===== src/hdl/mctr_defines.svh =====
`ifndef MCTR_DEFINES_SVH
`define MCTR_DEFINES_SVH
`define MCTR_ADDR_W 10
`define MCTR_DW 24
`define MCTR_OW 26
`define MCTR_OFF_SYSCTL 10'h180
`define MCTR_OFF_BIAS 10'h182
`define MCTR_OFF_ADCCAP 10'h183
`define MCTR_OFF_IRQ_STAT 10'h184
`define MCTR_OFF_IRQ_MASK 10'h185
`define MCTR_OFF_CHK_REF 10'h186
`define MCTR_OFF_CHK_SUM 10'h187
`define MCTR_TRIM_HI 11
`define MCTR_TRIM_LO 7
`define MCTR_TRIM_UP 4
`define MCTR_X12_BIT 6
`define MCTR_FIX5_BIT 5
`define MCTR_PDN_BIT 4
`define MCTR_SIGN_BIT 3
`define MCTR_BYP_BIT 2
`define MCTR_GAIN_BIT 1
`define MCTR_BIAS_HI 9
`define MCTR_BIAS_LO 8
`define MCTR_MCAP_HI 29
`define MCTR_MCAP_LO 28
`define MCTR_RST_WORD 32'h0000_0000
`define MCTR_RST_TRIM 5'h00
`define MCTR_RST_BIAS 2'h0
`define MCTR_RST_MCAP 2'h0
`define MCTR_SYS_RSV_MASK 32'h0000_0021
`define MCTR_BIAS_RSV_MASK 32'hFFFF_FCFF
`define MCTR_CAP_RSV_MASK 32'hCFFF_FFFF
`define MCTR_TRIM_CODES 7'h20
`define MCTR_TRIM_SH 1
`define MCTR_TRIM_STEP_PCT 2
`define MCTR_SCALE_NOM 4'hA
`define MCTR_SCALE_X12 4'hC
`define MCTR_GAIN_SH 2
`define MCTR_IRQ_W 2
`define MCTR_IRQ_CHK 0
`define MCTR_IRQ_RSV 1
`endif


===== src/hdl/mctr_pkg.sv =====
`default_nettype none
`include "mctr_defines.svh"
package mctr_pkg;
  typedef struct packed {
    logic [4:0] trim;
    logic x12;
    logic fix5;
    logic pdn_en;
    logic sign_en;
    logic bypass;
    logic gain;
    logic [1:0] bias;
    logic [1:0] mcap;
    logic [31:0] chk_ref;
    logic mism;
    logic [`MCTR_IRQ_W-1:0] stat;
    logic [`MCTR_IRQ_W-1:0] mask;
    logic [31:0] rdata;
    logic pdn_out;
    logic sign_out;
    logic signed [`MCTR_OW-1:0] volt;
    logic signed [`MCTR_OW-1:0] cur;
  } mctr_state_type;
endpackage
`default_nettype wire


===== src/hdl/mctr_regs.sv =====
// Overview of operation
// - Five-bit trim field, zero means nominal
// - Codes 1 to 15 lower clock 2% each
// - Codes 31 down to 16 raise 2% each
// - Bit 6 scales clock by 1.2
// - Bit 4 gates power-down interrupt output
// - Bit 3 gates voltage sign output
// - Bit 2 clear keeps high-pass filter in path
// - Bit 2 set bypasses high-pass filter
// - Bit 1 selects voltage gain one or four
// - Bias field bits 9:8 select bias current
// - Bits 29:28 raise Miller capacitance
// - Receive or software reset restores control-field defaults; check reference, mask and status are kept
// - Control contents feed configuration self-check
//
// Added by the designer: the strobed register port.
`timescale 1ns/1ns
`default_nettype none
`include "mctr_defines.svh"
module mctr_regs
  import mctr_pkg::*;
(
  input wire logic ref_clk,
  input wire logic rst_n,
  input wire logic rx_reset,
  input wire logic soft_reset,
  input wire logic [`MCTR_ADDR_W-1:0] reg_addr,
  input wire logic [31:0] reg_wdata,
  input wire logic reg_wr,
  input wire logic reg_rd,
  output logic [31:0] reg_rdata,
  input wire logic pdn_irq_raw,
  input wire logic volt_sign_raw,
  input wire logic signed [`MCTR_DW-1:0] volt_raw,
  input wire logic signed [`MCTR_DW-1:0] volt_hpf,
  input wire logic signed [`MCTR_DW-1:0] cur_raw,
  input wire logic signed [`MCTR_DW-1:0] cur_hpf,
  output logic powerdown_irq_out,
  output logic volt_sign_out,
  output logic signed [`MCTR_OW-1:0] volt_calc,
  output logic signed [`MCTR_OW-1:0] cur_calc,
  output logic [4:0] osc_freq_trim,
  output logic signed [6:0] osc_trim_pct,
  output logic osc_scale_sixty_hz,
  output logic [3:0] osc_mult_x10,
  output logic powerdown_irq_out_en,
  output logic volt_sign_out_en,
  output logic highpass_bypass,
  output logic volt_digital_gain,
  output logic [1:0] global_bias_adjust,
  output logic [1:0] miller_cap_adjust,
  output logic irq
);

  mctr_state_type state_ff;
  mctr_state_type nxt_state;

  logic cfg_rst;
  logic wr_sys;
  logic wr_bias;
  logic wr_cap;
  logic [31:0] sys_img;
  logic [31:0] bias_img;
  logic [31:0] cap_img;
  logic [31:0] chk_sum;
  logic chk_mism;
  logic rsv_hit;
  logic [`MCTR_IRQ_W-1:0] irq_ev;
  logic [`MCTR_IRQ_W-1:0] irq_clr;
  logic [6:0] trim_code;
  logic [6:0] trim_mag;
  logic signed [`MCTR_OW-1:0] volt_ext;
  logic signed [`MCTR_OW-1:0] cur_ext;

  always_comb begin
    nxt_state = state_ff;
    cfg_rst = rx_reset | soft_reset;
    wr_sys = reg_wr && (reg_addr == `MCTR_OFF_SYSCTL);
    wr_bias = reg_wr && (reg_addr == `MCTR_OFF_BIAS);
    wr_cap = reg_wr && (reg_addr == `MCTR_OFF_ADCCAP);

    // Read images; bits not stored here read as zero
    sys_img = `MCTR_RST_WORD;
    sys_img[`MCTR_TRIM_HI:`MCTR_TRIM_LO] = state_ff.trim;
    sys_img[`MCTR_X12_BIT] = state_ff.x12;
    sys_img[`MCTR_FIX5_BIT] = state_ff.fix5;
    sys_img[`MCTR_PDN_BIT] = state_ff.pdn_en;
    sys_img[`MCTR_SIGN_BIT] = state_ff.sign_en;
    sys_img[`MCTR_BYP_BIT] = state_ff.bypass;
    sys_img[`MCTR_GAIN_BIT] = state_ff.gain;
    bias_img = `MCTR_RST_WORD;
    bias_img[`MCTR_BIAS_HI:`MCTR_BIAS_LO] = state_ff.bias;
    cap_img = `MCTR_RST_WORD;
    cap_img[`MCTR_MCAP_HI:`MCTR_MCAP_LO] = state_ff.mcap;

    // Self-check sum wraps at 32 bits; a mismatch is an event on its rising edge only
    chk_sum = sys_img + bias_img + cap_img;
    chk_mism = (chk_sum != state_ff.chk_ref);
    nxt_state.mism = chk_mism;

    // Flag writes that touch fixed or reserved bits; the value is still stored
    rsv_hit = (wr_sys && ((reg_wdata & `MCTR_SYS_RSV_MASK) != `MCTR_RST_WORD))
      || (wr_bias && ((reg_wdata & `MCTR_BIAS_RSV_MASK) != `MCTR_RST_WORD))
      || (wr_cap && ((reg_wdata & `MCTR_CAP_RSV_MASK) != `MCTR_RST_WORD));

    irq_ev = '0;
    irq_ev[`MCTR_IRQ_CHK] = chk_mism && !state_ff.mism;
    irq_ev[`MCTR_IRQ_RSV] = rsv_hit;

    if (wr_sys) begin
      nxt_state.trim = reg_wdata[`MCTR_TRIM_HI:`MCTR_TRIM_LO];
      nxt_state.x12 = reg_wdata[`MCTR_X12_BIT];
      nxt_state.fix5 = reg_wdata[`MCTR_FIX5_BIT];
      nxt_state.pdn_en = reg_wdata[`MCTR_PDN_BIT];
      nxt_state.sign_en = reg_wdata[`MCTR_SIGN_BIT];
      nxt_state.bypass = reg_wdata[`MCTR_BYP_BIT];
      nxt_state.gain = reg_wdata[`MCTR_GAIN_BIT];
    end
    if (wr_bias) begin
      nxt_state.bias = reg_wdata[`MCTR_BIAS_HI:`MCTR_BIAS_LO];
    end
    if (wr_cap) begin
      nxt_state.mcap = reg_wdata[`MCTR_MCAP_HI:`MCTR_MCAP_LO];
    end
    if (reg_wr && (reg_addr == `MCTR_OFF_CHK_REF)) begin
      nxt_state.chk_ref = reg_wdata;
    end
    if (reg_wr && (reg_addr == `MCTR_OFF_IRQ_MASK)) begin
      nxt_state.mask = reg_wdata[`MCTR_IRQ_W-1:0];
    end

    // Reset of the control fields wins over a write in the same cycle
    if (cfg_rst) begin
      nxt_state.trim = `MCTR_RST_TRIM;
      nxt_state.x12 = 1'b0;
      nxt_state.fix5 = 1'b0;
      nxt_state.pdn_en = 1'b0;
      nxt_state.sign_en = 1'b0;
      nxt_state.bypass = 1'b0;
      nxt_state.gain = 1'b0;
      nxt_state.bias = `MCTR_RST_BIAS;
      nxt_state.mcap = `MCTR_RST_MCAP;
    end

    // Write one to clear; a new event in the same cycle survives
    irq_clr = '0;
    if (reg_wr && (reg_addr == `MCTR_OFF_IRQ_STAT)) begin
      irq_clr = reg_wdata[`MCTR_IRQ_W-1:0];
    end
    nxt_state.stat = (state_ff.stat & ~irq_clr) | irq_ev;

    // Read data stand only in the cycle after the strobe
    nxt_state.rdata = `MCTR_RST_WORD;
    if (reg_rd) begin
      unique case (reg_addr)
        `MCTR_OFF_SYSCTL: nxt_state.rdata = sys_img;
        `MCTR_OFF_BIAS: nxt_state.rdata = bias_img;
        `MCTR_OFF_ADCCAP: nxt_state.rdata = cap_img;
        `MCTR_OFF_IRQ_STAT: nxt_state.rdata[`MCTR_IRQ_W-1:0] = state_ff.stat;
        `MCTR_OFF_IRQ_MASK: nxt_state.rdata[`MCTR_IRQ_W-1:0] = state_ff.mask;
        `MCTR_OFF_CHK_REF: nxt_state.rdata = state_ff.chk_ref;
        `MCTR_OFF_CHK_SUM: nxt_state.rdata = chk_sum;
        default: nxt_state.rdata = `MCTR_RST_WORD;
      endcase
    end

    nxt_state.pdn_out = pdn_irq_raw && state_ff.pdn_en;
    nxt_state.sign_out = volt_sign_raw && state_ff.sign_en;

    // Filter path choice; DC metering needs the raw path
    volt_ext = state_ff.bypass ? `MCTR_OW'(volt_raw) : `MCTR_OW'(volt_hpf);
    cur_ext = state_ff.bypass ? `MCTR_OW'(cur_raw) : `MCTR_OW'(cur_hpf);
    nxt_state.volt = state_ff.gain ? (volt_ext <<< `MCTR_GAIN_SH) : volt_ext;
    nxt_state.cur = cur_ext;

    // Trim decode: upper half counts down from 31 as the first raise step
    trim_code = {2'b00, state_ff.trim};
    if (state_ff.trim[`MCTR_TRIM_UP]) begin
      trim_mag = (`MCTR_TRIM_CODES - trim_code) << `MCTR_TRIM_SH;
    end else begin
      trim_mag = -(trim_code << `MCTR_TRIM_SH);
    end
  end

  always_ff @(posedge ref_clk) begin
    if (!rst_n) begin
      // All documented defaults are zero
      state_ff <= '0;
    end else begin
      state_ff <= nxt_state;
    end
  end

  assign reg_rdata = state_ff.rdata;
  assign osc_freq_trim = state_ff.trim;
  assign osc_trim_pct = $signed(trim_mag);
  assign osc_scale_sixty_hz = state_ff.x12;
  assign osc_mult_x10 = state_ff.x12 ? `MCTR_SCALE_X12 : `MCTR_SCALE_NOM;
  assign powerdown_irq_out_en = state_ff.pdn_en;
  assign volt_sign_out_en = state_ff.sign_en;
  assign highpass_bypass = state_ff.bypass;
  assign volt_digital_gain = state_ff.gain;
  assign global_bias_adjust = state_ff.bias;
  assign miller_cap_adjust = state_ff.mcap;
  assign powerdown_irq_out = state_ff.pdn_out;
  assign volt_sign_out = state_ff.sign_out;
  assign volt_calc = state_ff.volt;
  assign cur_calc = state_ff.cur;
  assign irq = |(state_ff.stat & state_ff.mask);
endmodule // mctr_regs
`default_nettype wire


===== config.mk =====
export PLATFORM = sky130hd
export DESIGN_NAME = mctr_regs
export DESIGN_NICKNAME = d
export VERILOG_FILES = /design/src/hdl/mctr_pkg.sv /design/src/hdl/mctr_regs.sv
export VERILOG_INCLUDE_DIRS = /design/src /design/src/hdl
export SDC_FILE = /design/constraint.sdc
export NUM_CORES = 1
export LEC_CHECK = 0
export ABC_AREA = 1
export BUFFER_PORTS_ARGS = -buffer_cell sky130_fd_sc_hd__buf_4
export CORE_ASPECT_RATIO = 0.9
export CORE_MARGIN = 2
export CORE_UTILIZATION = 44
export DETAILED_ROUTE_END_ITERATION = 16
export PLACE_DENSITY = 0.77
export SLEW_MARGIN = 20
export SYNTH_ARGS = -nofsm -noshare
export SYNTH_HDL_FRONTEND = slang
export SYNTH_SLANG_ARGS = --single-unit

===== constraint.sdc =====
create_clock -name ref_clk -period 1.9 [get_ports ref_clk]
set_input_delay 0 -clock ref_clk [delete_from_list [all_inputs] [get_ports ref_clk]]
set_output_delay 0 -clock ref_clk [all_outputs]
set_load 0.01 [all_outputs]

==> impl_results.md, run 1 <==
- Status: completed
- FF/Latch Area: 0.00273 mm2
- R2R cell count: 11
- Detailed placer's ending HPWL: 13200 um
- Reg-to-Reg End: state_ff[88]
- Total of max-cap violations: 0
- Die Area: 0.0154 mm2
- Htree depth: 4
- Mapped Area: 0.00634 mm2
- RSZ-0062 raised after global routing: true
- Crit path time final: 1.85 ns
- TNS Setup: 0 ns
- Final wirelength: 21100 um
- Sequential element share of the synthesized area: 42.9%
- Hold Vio Cnt, Final: 0
- DRC: 0
- PwrDens: 753 mW/mm2
- Crit path max fanout: 3
- Critical Path Source Type: flip-flop
- Final layout net count: 1264
- WP data required: 2.21 ns
- Critical path origin: osc_freq_trim[1]
- R2R setup slack: 0.05 ns
- Drt via density: 4.98
- Area Overhead vs Synth: 53.8%
- Largest net degree at the start of global routing: 50
- Synth Warn #: 0
- Post-synth EDFFs: 0
- Total CTS buffers: 17
- Worst Hold Class: input port to flip-flop
- Row cnt: 41
- Number of global-route vias before repair: 6539
- Clock Sinks: 136
- Ports: 258
- Final Setup Violations: 0
- Synth unique cells: 37
- First-pass GRT wire length: 32200 um
- Antenna viol nets, final: 0
- Later-pin clock latency in the skew report: 0.42 ns
- Layout cell share with drive strength beyond 1: 29.0%
- Seq pwr share: 39.9%
- GRT overflow: 0
- Most frequent cells in the layout: 264 x buf_4, 135 x dlygate4sd3_1, 134 x dfxtp_1, 102 x nor2_1, 95 x nand2_1
- Synth Register Bits: 136
- Root buf cell: clkbuf_16
- Die height: 118 um
- Multi-input logic area: 0.00244 mm2
- Worst hold margin: 0.0155 ns
- Net Switching: 1600 uW
- CTS clk-pin slew, worst paths: 0.05 ns
- Relative slew slack: 49.3%
- Chip Width: 131 um
- Avg Synthesized Cell Area: 7.73 um2
- Inserted Diodes: 0
- CTS tree: built
- Least-Margin Pin Slew: 0.758 ns
- Commonest non-fill, non-tap cell in the layout: buf_4
- Placer Congestion: 0.887
- PortBufs: 254
- Worst setup path end: state_ff[88]
- Worst Path Arrival: 2.16 ns
- Gate power share: 11.2%
- Period utilization: 97.4%
- Static Leak: 0.00450 uW
- Core footprint: 0.0141 mm2
- VDD IR max: 0.629 mV
- Routed wire per std cell: 16.0 um
- Critical path type: flip-flop to flip-flop
- Clock power frac: 48.9%
- Post-synth ARST share: 0%
- Drt pass-1 iters: 5
- Max Root-Sink Buffers: 2
- All-Layer GR Usage: 26.9%
- Element type at the critical path end: flip-flop
- Reg-to-reg startpoint: osc_freq_trim[1]
- Top_reg_cell synth: dfxtp_1
- Fin util: 69.4%
- Initial antenna violation count: 0
- Fill cells: 1072
- F_max: 541 MHz
- Clock Skew: 0.0101 ns
- Final Slew Violations: 0
- Gate Count Post-Synth: 821
- Internal: 5740 uW
- Vias: 6571
- 1st-iter DRT viols: 551
- Starting density of the core: 45.1%
- Sw frac: 21.8%
==> worst min path at each step <==
stage	start	end	slack [ns]	cells past startpoint
after floorplan	reg_wr	state_ff[120]	0.11	1
after global placement	pdn_irq_raw	powerdown_irq_out	0.22	3
after detailed placement	pdn_irq_raw	powerdown_irq_out	0.23	3
after CTS	reg_addr[1]	reg_rdata[0]	0.003	4
after global routing	reg_addr[1]	reg_rdata[0]	0.03	4
final	reg_addr[1]	reg_rdata[0]	0.02	4
==> synthesized netlist by cell type (3+ instances only) <==
master    number  area [um2]
a21oi_1       54         270
a31oi_1        4        25.0
buf_2         10        50.1
buf_4        100         751
clkbuf_1      15        56.3
dfxtp_1      136        2720
ha_1           3        37.5
inv_1         77         289
inv_2          7        26.3
mux2i_1       23         230
nand2_1       95         357
nand2_2        4        25.0
nand3_1       27         135
nand4_1        9        56.3
nor2_1       104         390
nor2_2         5        31.3
nor2_4         3        33.8
nor3_1        12        60.1
o21ai_0       50         250
o21ai_1       33         165
o22ai_1       25         156
xor2_1         4        35.0
==> cell type report <==
| cell class | instances | share of cell area, % |
|---|---|---|
| repair buffers | 402 | 34.8 |
| flip-flops and latches | 136 | 27.9 |
| multi-input cells | 471 | 25.0 |
| clock buffers | 20 | 4.48 |
| inverters | 86 | 3.32 |
| well taps | 193 | 2.47 |
| clock inverters | 11 | 2.03 |
==> stage by stage <==
step | power (uW) | worst slack [ns] | cells | cell area (um2)
floorplan | 3250 | 0.209 | 822 | 6350
global placement | 3550 | 0.172 | 1153 | 7740
detailed placement | 3560 | 0.113 | 1153 | 7740
CTS | 7340 | 0.00272 | 1319 | 9740
global route | 7550 | -0.0825 | 1319 | 9760
finish | 7340 | 0.0503 | 1319 | 9760
==> critical path, cell delays in order, from the launching register on <==
cell and delay [ns]:
dfxtp_1 0.33, ha_4 0.17, fa_2 0.54, inv_1 0.07
nand2_1 0.06, nand3_1 0.07, nor2_1 0.11, nand2_1 0.08
nor2_2 0.11, nand3_1 0.08, nand3_1 0.08, nand2_1 0.05
==> sequential cells by signal, indices dropped and copies added (netlist names), 2 cells and up <==
| register | count |
|---|---|
| state_ff | 38 |
| reg_rdata | 32 |
| volt_calc | 26 |
| cur_calc | 24 |
| osc_freq_trim | 5 |
| global_bias_adjust | 2 |
| miller_cap_adjust | 2 |
==> power by group through the flow <==
stage / logic, uW / registers [uW] / clock network (uW)
6_report: 819 / 2930 / 3590
5_1_grt: 875 / 2930 / 3740
4_1_cts: 793 / 2930 / 3620
3_5_place_dp: 571 / 2990 / 0
3_3_place_gp: 563 / 2990 / 0
2_1_floorplan: 265 / 2980 / 0
==> repair_timing <==
| action | CTS | global route |
|---|---|---|
| gates resized for setup | 2 | 5 |
| setup buffers | 0 | 0 |
| hold endpoints to repair | 106 | 0 |
| hold buffers | 135 | 0 |
| endpoints found under the setup margin | 1 | 3 |
| pin swaps | 0 | 1 |
==> cell families after synthesis <==
family | Yosys count | synth area share [%]
AO/OA/AOI/OAI | 171 | 14.4
XOR/XNOR | 6 | 0.828
adder cells (fa/ha/maj) | 4 | 0.907
buffers and inverters | 215 | 19.1
flip-flops | 136 | 42.9
multiplexers | 23 | 3.63
other | 2 | 0.118
AND/OR/NAND/NOR | 264 | 18.1
==> metal layers <==
| metal | global-route usage, % | vias up | routed length [um] |
|---|---|---|---|
| li1 | - | 3156 | - |
| met1 | 31.3 | 3058 | 8360 |
| met2 | 47.3 | 300 | 10700 |
| met3 | 5.68 | 57 | 1440 |
| met4 | 11.1 | 0 | 644 |
| met5 | 0 | - | 0 |
Note: power is estimated with default switching activity, not from simulation.
==> run 2, diff against run 1 <==
CORE_UTILIZATION = 30   (was 44)
PLACE_DENSITY = 0.57   (was 0.77)
==> impl_results.md, run 2 (synthesis gave the netlist of run 1 again) <==
- Met3 usage: 4.02%
- Inst Count DP: 1246
- Crit path max fanout: 49
- Initial antenna violation count: 0
- Die height: 142 um
- Final Setup Violations: 0
- Detailed placer's ending HPWL: 14300 um
- Final Slew Violations: 0
- Max reg flops: 38
- GRT overflow: 0
- Multi-input logic area: 0.00243 mm2
- Net Switching: 1860 uW
- Worst path slowest cell: dlygate4sd3_1
- VDD IR max: 0.504 mV
- CTS tree: built
- Power, Total: 7170 uW
- FF/Latch Area: 0.00273 mm2
- Element type at the critical path end: flip-flop
- Row cnt: 50
- Vias: 6347
- WP data required: 2.20 ns
- Routing usage on met1: 23.1%
- Inserted Diodes: 0
- Root buf cell: clkbuf_16
- Starting density of the core: 30.5%
- Clock Sinks: 136
- Area Overhead vs Synth: 57.0%
- Cell area after layout: 0.00996 mm2
- Worst Path Arrival: 2.10 ns
- Post-Place Cell Area: 0.00786 mm2
- Crit path cell chain: buf_12 > mux2i_1 > dlygate4sd3_1 > o22ai_1
- Crit path time final: 1.80 ns
- PwrDens: 720 mW/mm2
- Max Root-Sink Buffers: 2
- Fill cells: 2069
- Htree depth: 4
- Commonest non-fill, non-tap cell in the layout: buf_4
- Placer Congestion: 0.869
- Most frequent cells in the layout: 266 x buf_4, 144 x dlygate4sd3_1, 133 x dfxtp_1, 103 x nor2_1, 95 x nand2_1
- Drt pass-1 iters: 5
- Fin util: 48.0%
- Met2 usage: 30.9%
- Largest net degree at the start of global routing: 50
- Ports: 258
- All-Layer GR Usage: 18.4%
- Routed wire per std cell: 14.5 um
- Gate power share: 11.4%
- Later-pin clock latency in the skew report: 0.43 ns
- Final wirelength: 20700 um
- Total of max-cap violations: 0
- Total CTS buffers: 17
- F_max: 554 MHz
- Number of global-route vias before repair: 6373
- DRC: 0
- Top reg by flops: state_ff
- Largest stage delay on the critical path: 0.65 ns
- Final cell count without fillers: 1425
- Worst hold margin: 0.0163 ns
- Worst Hold Class: input port to flip-flop
- Clock Skew: 0.0186 ns
- Period utilization: 95.0%
- Internal: 5310 uW
- GR peak layer: met2
- First-pass GRT wire length: 32100 um
- Clock power frac: 47.8%
- Die Area: 0.0223 mm2
- Critical Path Source Type: flip-flop
- Drt via density: 4.45
- Hold Vio Cnt, Final: 0
- PortBufs: 254
- Final layout net count: 1276
- Sw frac: 25.9%
- Critical path type: flip-flop to flip-flop
- Status: completed
- 1st-iter DRT viols: 356
- Static Leak: 0.00453 uW
- Chip Width: 157 um
- Antenna viol nets, final: 0
- Core footprint: 0.0208 mm2
- Layout cell share with drive strength beyond 1: 29.5%
- Seq pwr share: 40.8%
- CTS clk-pin slew, worst paths: 0.07 ns
==> run 2: cell count changes in the layout (fill, tap and decap cells not counted), moves of 3 or more <==
cell / delta
dlygate4sd3_1: +9
inv_8: +6
bufinv_16: -4
clkbuf_1: -3
==> run 2: cell type report <==
class                   instances  area share (%)
clock inverters                15            1.82
clock buffers                  17            4.27
inverters                      86            3.32
multi-input cells             471            24.4
flip-flops and latches        136            27.4
repair buffers                414            35.2
well taps                     286            3.59
==> run 2: timing repair <==
item / 4_1_cts / 5_1_grt
setup endpoints to repair: 0 / 13
hold buffers: 144 / 0
buffers inserted: 0 / 3
resized for setup: 0 / 11
endpoints found under the hold margin: 102 / 0
==> run 2: path summary, 6_finish.rpt <==
kind	from	to	slack, ns	depth (start not counted)
max	highpass_bypass	volt_calc[16]	0.1	4
min reg2reg	state_ff[112]	reg_rdata[21]	0.46	2
min	reg_addr[1]	reg_rdata[0]	0.02	4
max reg2reg	highpass_bypass	volt_calc[16]	0.1	4
==> run 2: per-layer routing <==
metal  vias up  wire [um]  share of wire [%]
li1       3181          -                  -
met1      2917       8960                 43
met2       223      10100                 49
met3        26       1190                5.7
met4         0        432                2.1
met5         -          0                  0
==> run 2: power by group through the flow <==
stage          Sequential, uW  Combinational [uW]  Clock, uW
2_1_floorplan            2980                 265          0
3_3_place_gp             2990                 574          0
3_5_place_dp             2990                 575          0
4_1_cts                  2920                 805       3510
5_1_grt                  2930                 885       3620
6_report                 2920                 817       3430
==> run 2: per-stage QoR <==
stage	setup TNS (ns)	setup WS [ns]
finish	0	0.0955
global route	-0.00172	-0.00172
CTS	0	0.0134
detailed placement	0	0.137
global placement	0	0.163
floorplan	0	0.209
==> run 2: critical path, delay by kind of cell (launching register included) <==
family	cells	cell delay [ns]
muxes	1	0.28
buffers and inverters	2	0.92
AOI/OAI and AO/OA	1	0.09
DFF	1	0.37
==> run 3, diff against run 2 <==
--- a/config.mk
+++ b/config.mk
@@ -18,2 +18,3 @@
 export SYNTH_HDL_FRONTEND = slang
 export SYNTH_SLANG_ARGS = --single-unit
+export TNS_END_PERCENT = 10
==> constraint.sdc (replaced) <==
create_clock -name ref_clk -period 1.9 [get_ports ref_clk]
set_input_delay 0 -clock ref_clk [delete_from_list [all_inputs] [get_ports ref_clk]]
set_output_delay 0 -clock ref_clk [all_outputs]
set_load 0.05 [all_outputs]
==> impl_results.md, run 3 (synthesis gave the netlist of run 1 again) <==
- Critical path type: flip-flop to flip-flop
- Start point of the worst min-delay path: reg_addr[1]
- VDD IR max: 0.498 mV
- Worst Path Arrival: 2.11 ns
- Die height: 142 um
- WP data required: 2.20 ns
- Static Leak: 0.00454 uW
- Clock Sinks: 136
- Drt pass-1 iters: 5
- Area Overhead vs Synth: 56.7%
- Final cell count without fillers: 1425
- PwrDens: 739 mW/mm2
- Met2 wire length: 10100 um
- TNS Setup: 0 ns
- Hold Vio Cnt, Final: 0
- Detailed placer's ending HPWL: 14300 um
- R2R setup slack: 0.09 ns
- Crit path max fanout: 49
- Routed wire per std cell: 14.5 um
- Status: completed
- Starting density of the core: 30.5%
- RSZ-0062 raised after global routing: true
- Top reg by flops: state_ff
- Largest stage delay on the critical path: 0.65 ns
- Total CTS buffers: 17
- Crit path buf inv count: 2
- Clock Skew: 0.0163 ns
- WL met1: 9000 um
- GRT overflow: 0
- Max Root-Sink Buffers: 2
- Crit path cell chain: buf_12 > mux2i_1 > dlygate4sd3_1 > o22ai_1
- Htree depth: 4
- Inserted Diodes: 0
- Most frequent cells in the layout: 266 x buf_4, 144 x dlygate4sd3_1, 135 x dfxtp_1, 104 x nor2_1, 95 x nand2_1
- Largest net degree at the start of global routing: 50
- All-Layer GR Usage: 18.4%
- Placer Congestion: 0.869
- CTS tree: built
- Final Setup Violations: 0
- Total of max-cap violations: 0
- WL met3: 1190 um
- Crit path time final: 1.81 ns
- Worst Hold Class: input port to flip-flop
- First-pass GRT wire length: 32100 um
- Worst path slowest cell: dlygate4sd3_1
- Die Area: 0.0223 mm2
- Initial antenna violation count: 0
- Max reg flops: 38
- Ports: 258
- Row cnt: 50
- Inst Count DP: 1246
- Layout cell share with drive strength beyond 1: 29.0%
- Hold Path Depth: 4
- Final layout net count: 1276
- Root buf cell: clkbuf_16
- Commonest non-fill, non-tap cell in the layout: buf_4
- DRC: 0
- F_max: 552 MHz
- Period utilization: 95.3%
- Reg-to-Reg End: volt_calc[16]
- Final Slew Violations: 0
- Core footprint: 0.0208 mm2
- Top Metal Used: met4
- Fill cells: 2075
- Vias: 6357
- Chip Width: 157 um
- R2R cell count: 4
- Drt via density: 4.46
- Final wirelength: 20700 um
- Reg-to-reg startpoint: highpass_bypass
- Later-pin clock latency in the skew report: 0.43 ns
- Number of global-route vias before repair: 6373
- 1st-iter DRT viols: 325
- Element type at the critical path end: flip-flop
- CTS clk-pin slew, worst paths: 0.07 ns
- CP delay by family, top: buffers and inverters
- Critical Path Source Type: flip-flop
- PortBufs: 254
- Worst Hold Path EP: reg_rdata[0]
- Antenna viol nets, final: 0
-- run 3: layout make-up --
type                    instances  area, um2  share of cell area, %
flip-flops and latches        136       2720                   27.4
multi-input cells             471       2410                   24.3
repair buffers                414       3510                   35.3
clock buffers                  17        425                   4.28
well taps                     286        358                   3.60
clock inverters                15        181                   1.82
inverters                      86        330                   3.32
-- run 3: how the worst max path moves through the flow --
stage,depth (start not counted),slack [ns],endpoint,start
after global placement,11,0.16,state_ff[88],osc_freq_trim[1]
after floorplan,11,0.21,state_ff[88],osc_freq_trim[1]
after global routing,10,-0.03,state_ff[88],global_bias_adjust[0]
after detailed placement,11,0.14,state_ff[88],osc_freq_trim[1]
after CTS,7,0.01,miller_cap_adjust[0],rst_n
final,4,0.09,volt_calc[16],highpass_bypass
-- run 3: worst register-to-register path, stage by stage, from the launching register on --
cell,delay (ns)
dfxtp_2,0.37
buf_12,0.26
mux2i_1,0.32
dlygate4sd3_1,0.65
o22ai_1,0.09
-- run 3: per-layer routing --
| metal | global-route usage (%) | up-vias |
|---|---|---|
| met1 | 23.1 | 2928 |
| met5 | 0 | - |
| met2 | 30.9 | 211 |
| li1 | - | 3190 |
| met3 | 4.02 | 28 |
| met4 | 6.99 | 0 |
-- run 3: timing repair --
action	in CTS	in global routing
endpoints found under the setup margin	0	13
setup buffers	0	3
endpoints found under the hold margin	102	0
hold buffers	144	0
resized for setup	0	4
-- run 3: report_power, final --
part	internal, uW	leakage, uW	total, uW	switching (uW)
Sequential	2910	0.00111	2920	16.2
Clock	1890	0.000296	3410	1520
Combinational	514	0.00313	1010	498
-- run 3: through the flow --
stage	hold WS [ns]	total power, uW	instance area (um2)	setup WS (ns)	util [%]
2_1_floorplan	0.108	3450	6350	0.209	-
3_3_place_gp	0.219	3760	7860	0.163	37.8
3_5_place_dp	0.227	3760	7860	0.137	37.8
4_1_cts	0.0127	7440	9910	0.0134	47.7
5_1_grt	0.0490	7620	9940	-0.0343	47.9
6_report	0.0202	7350	9940	0.0900	47.9
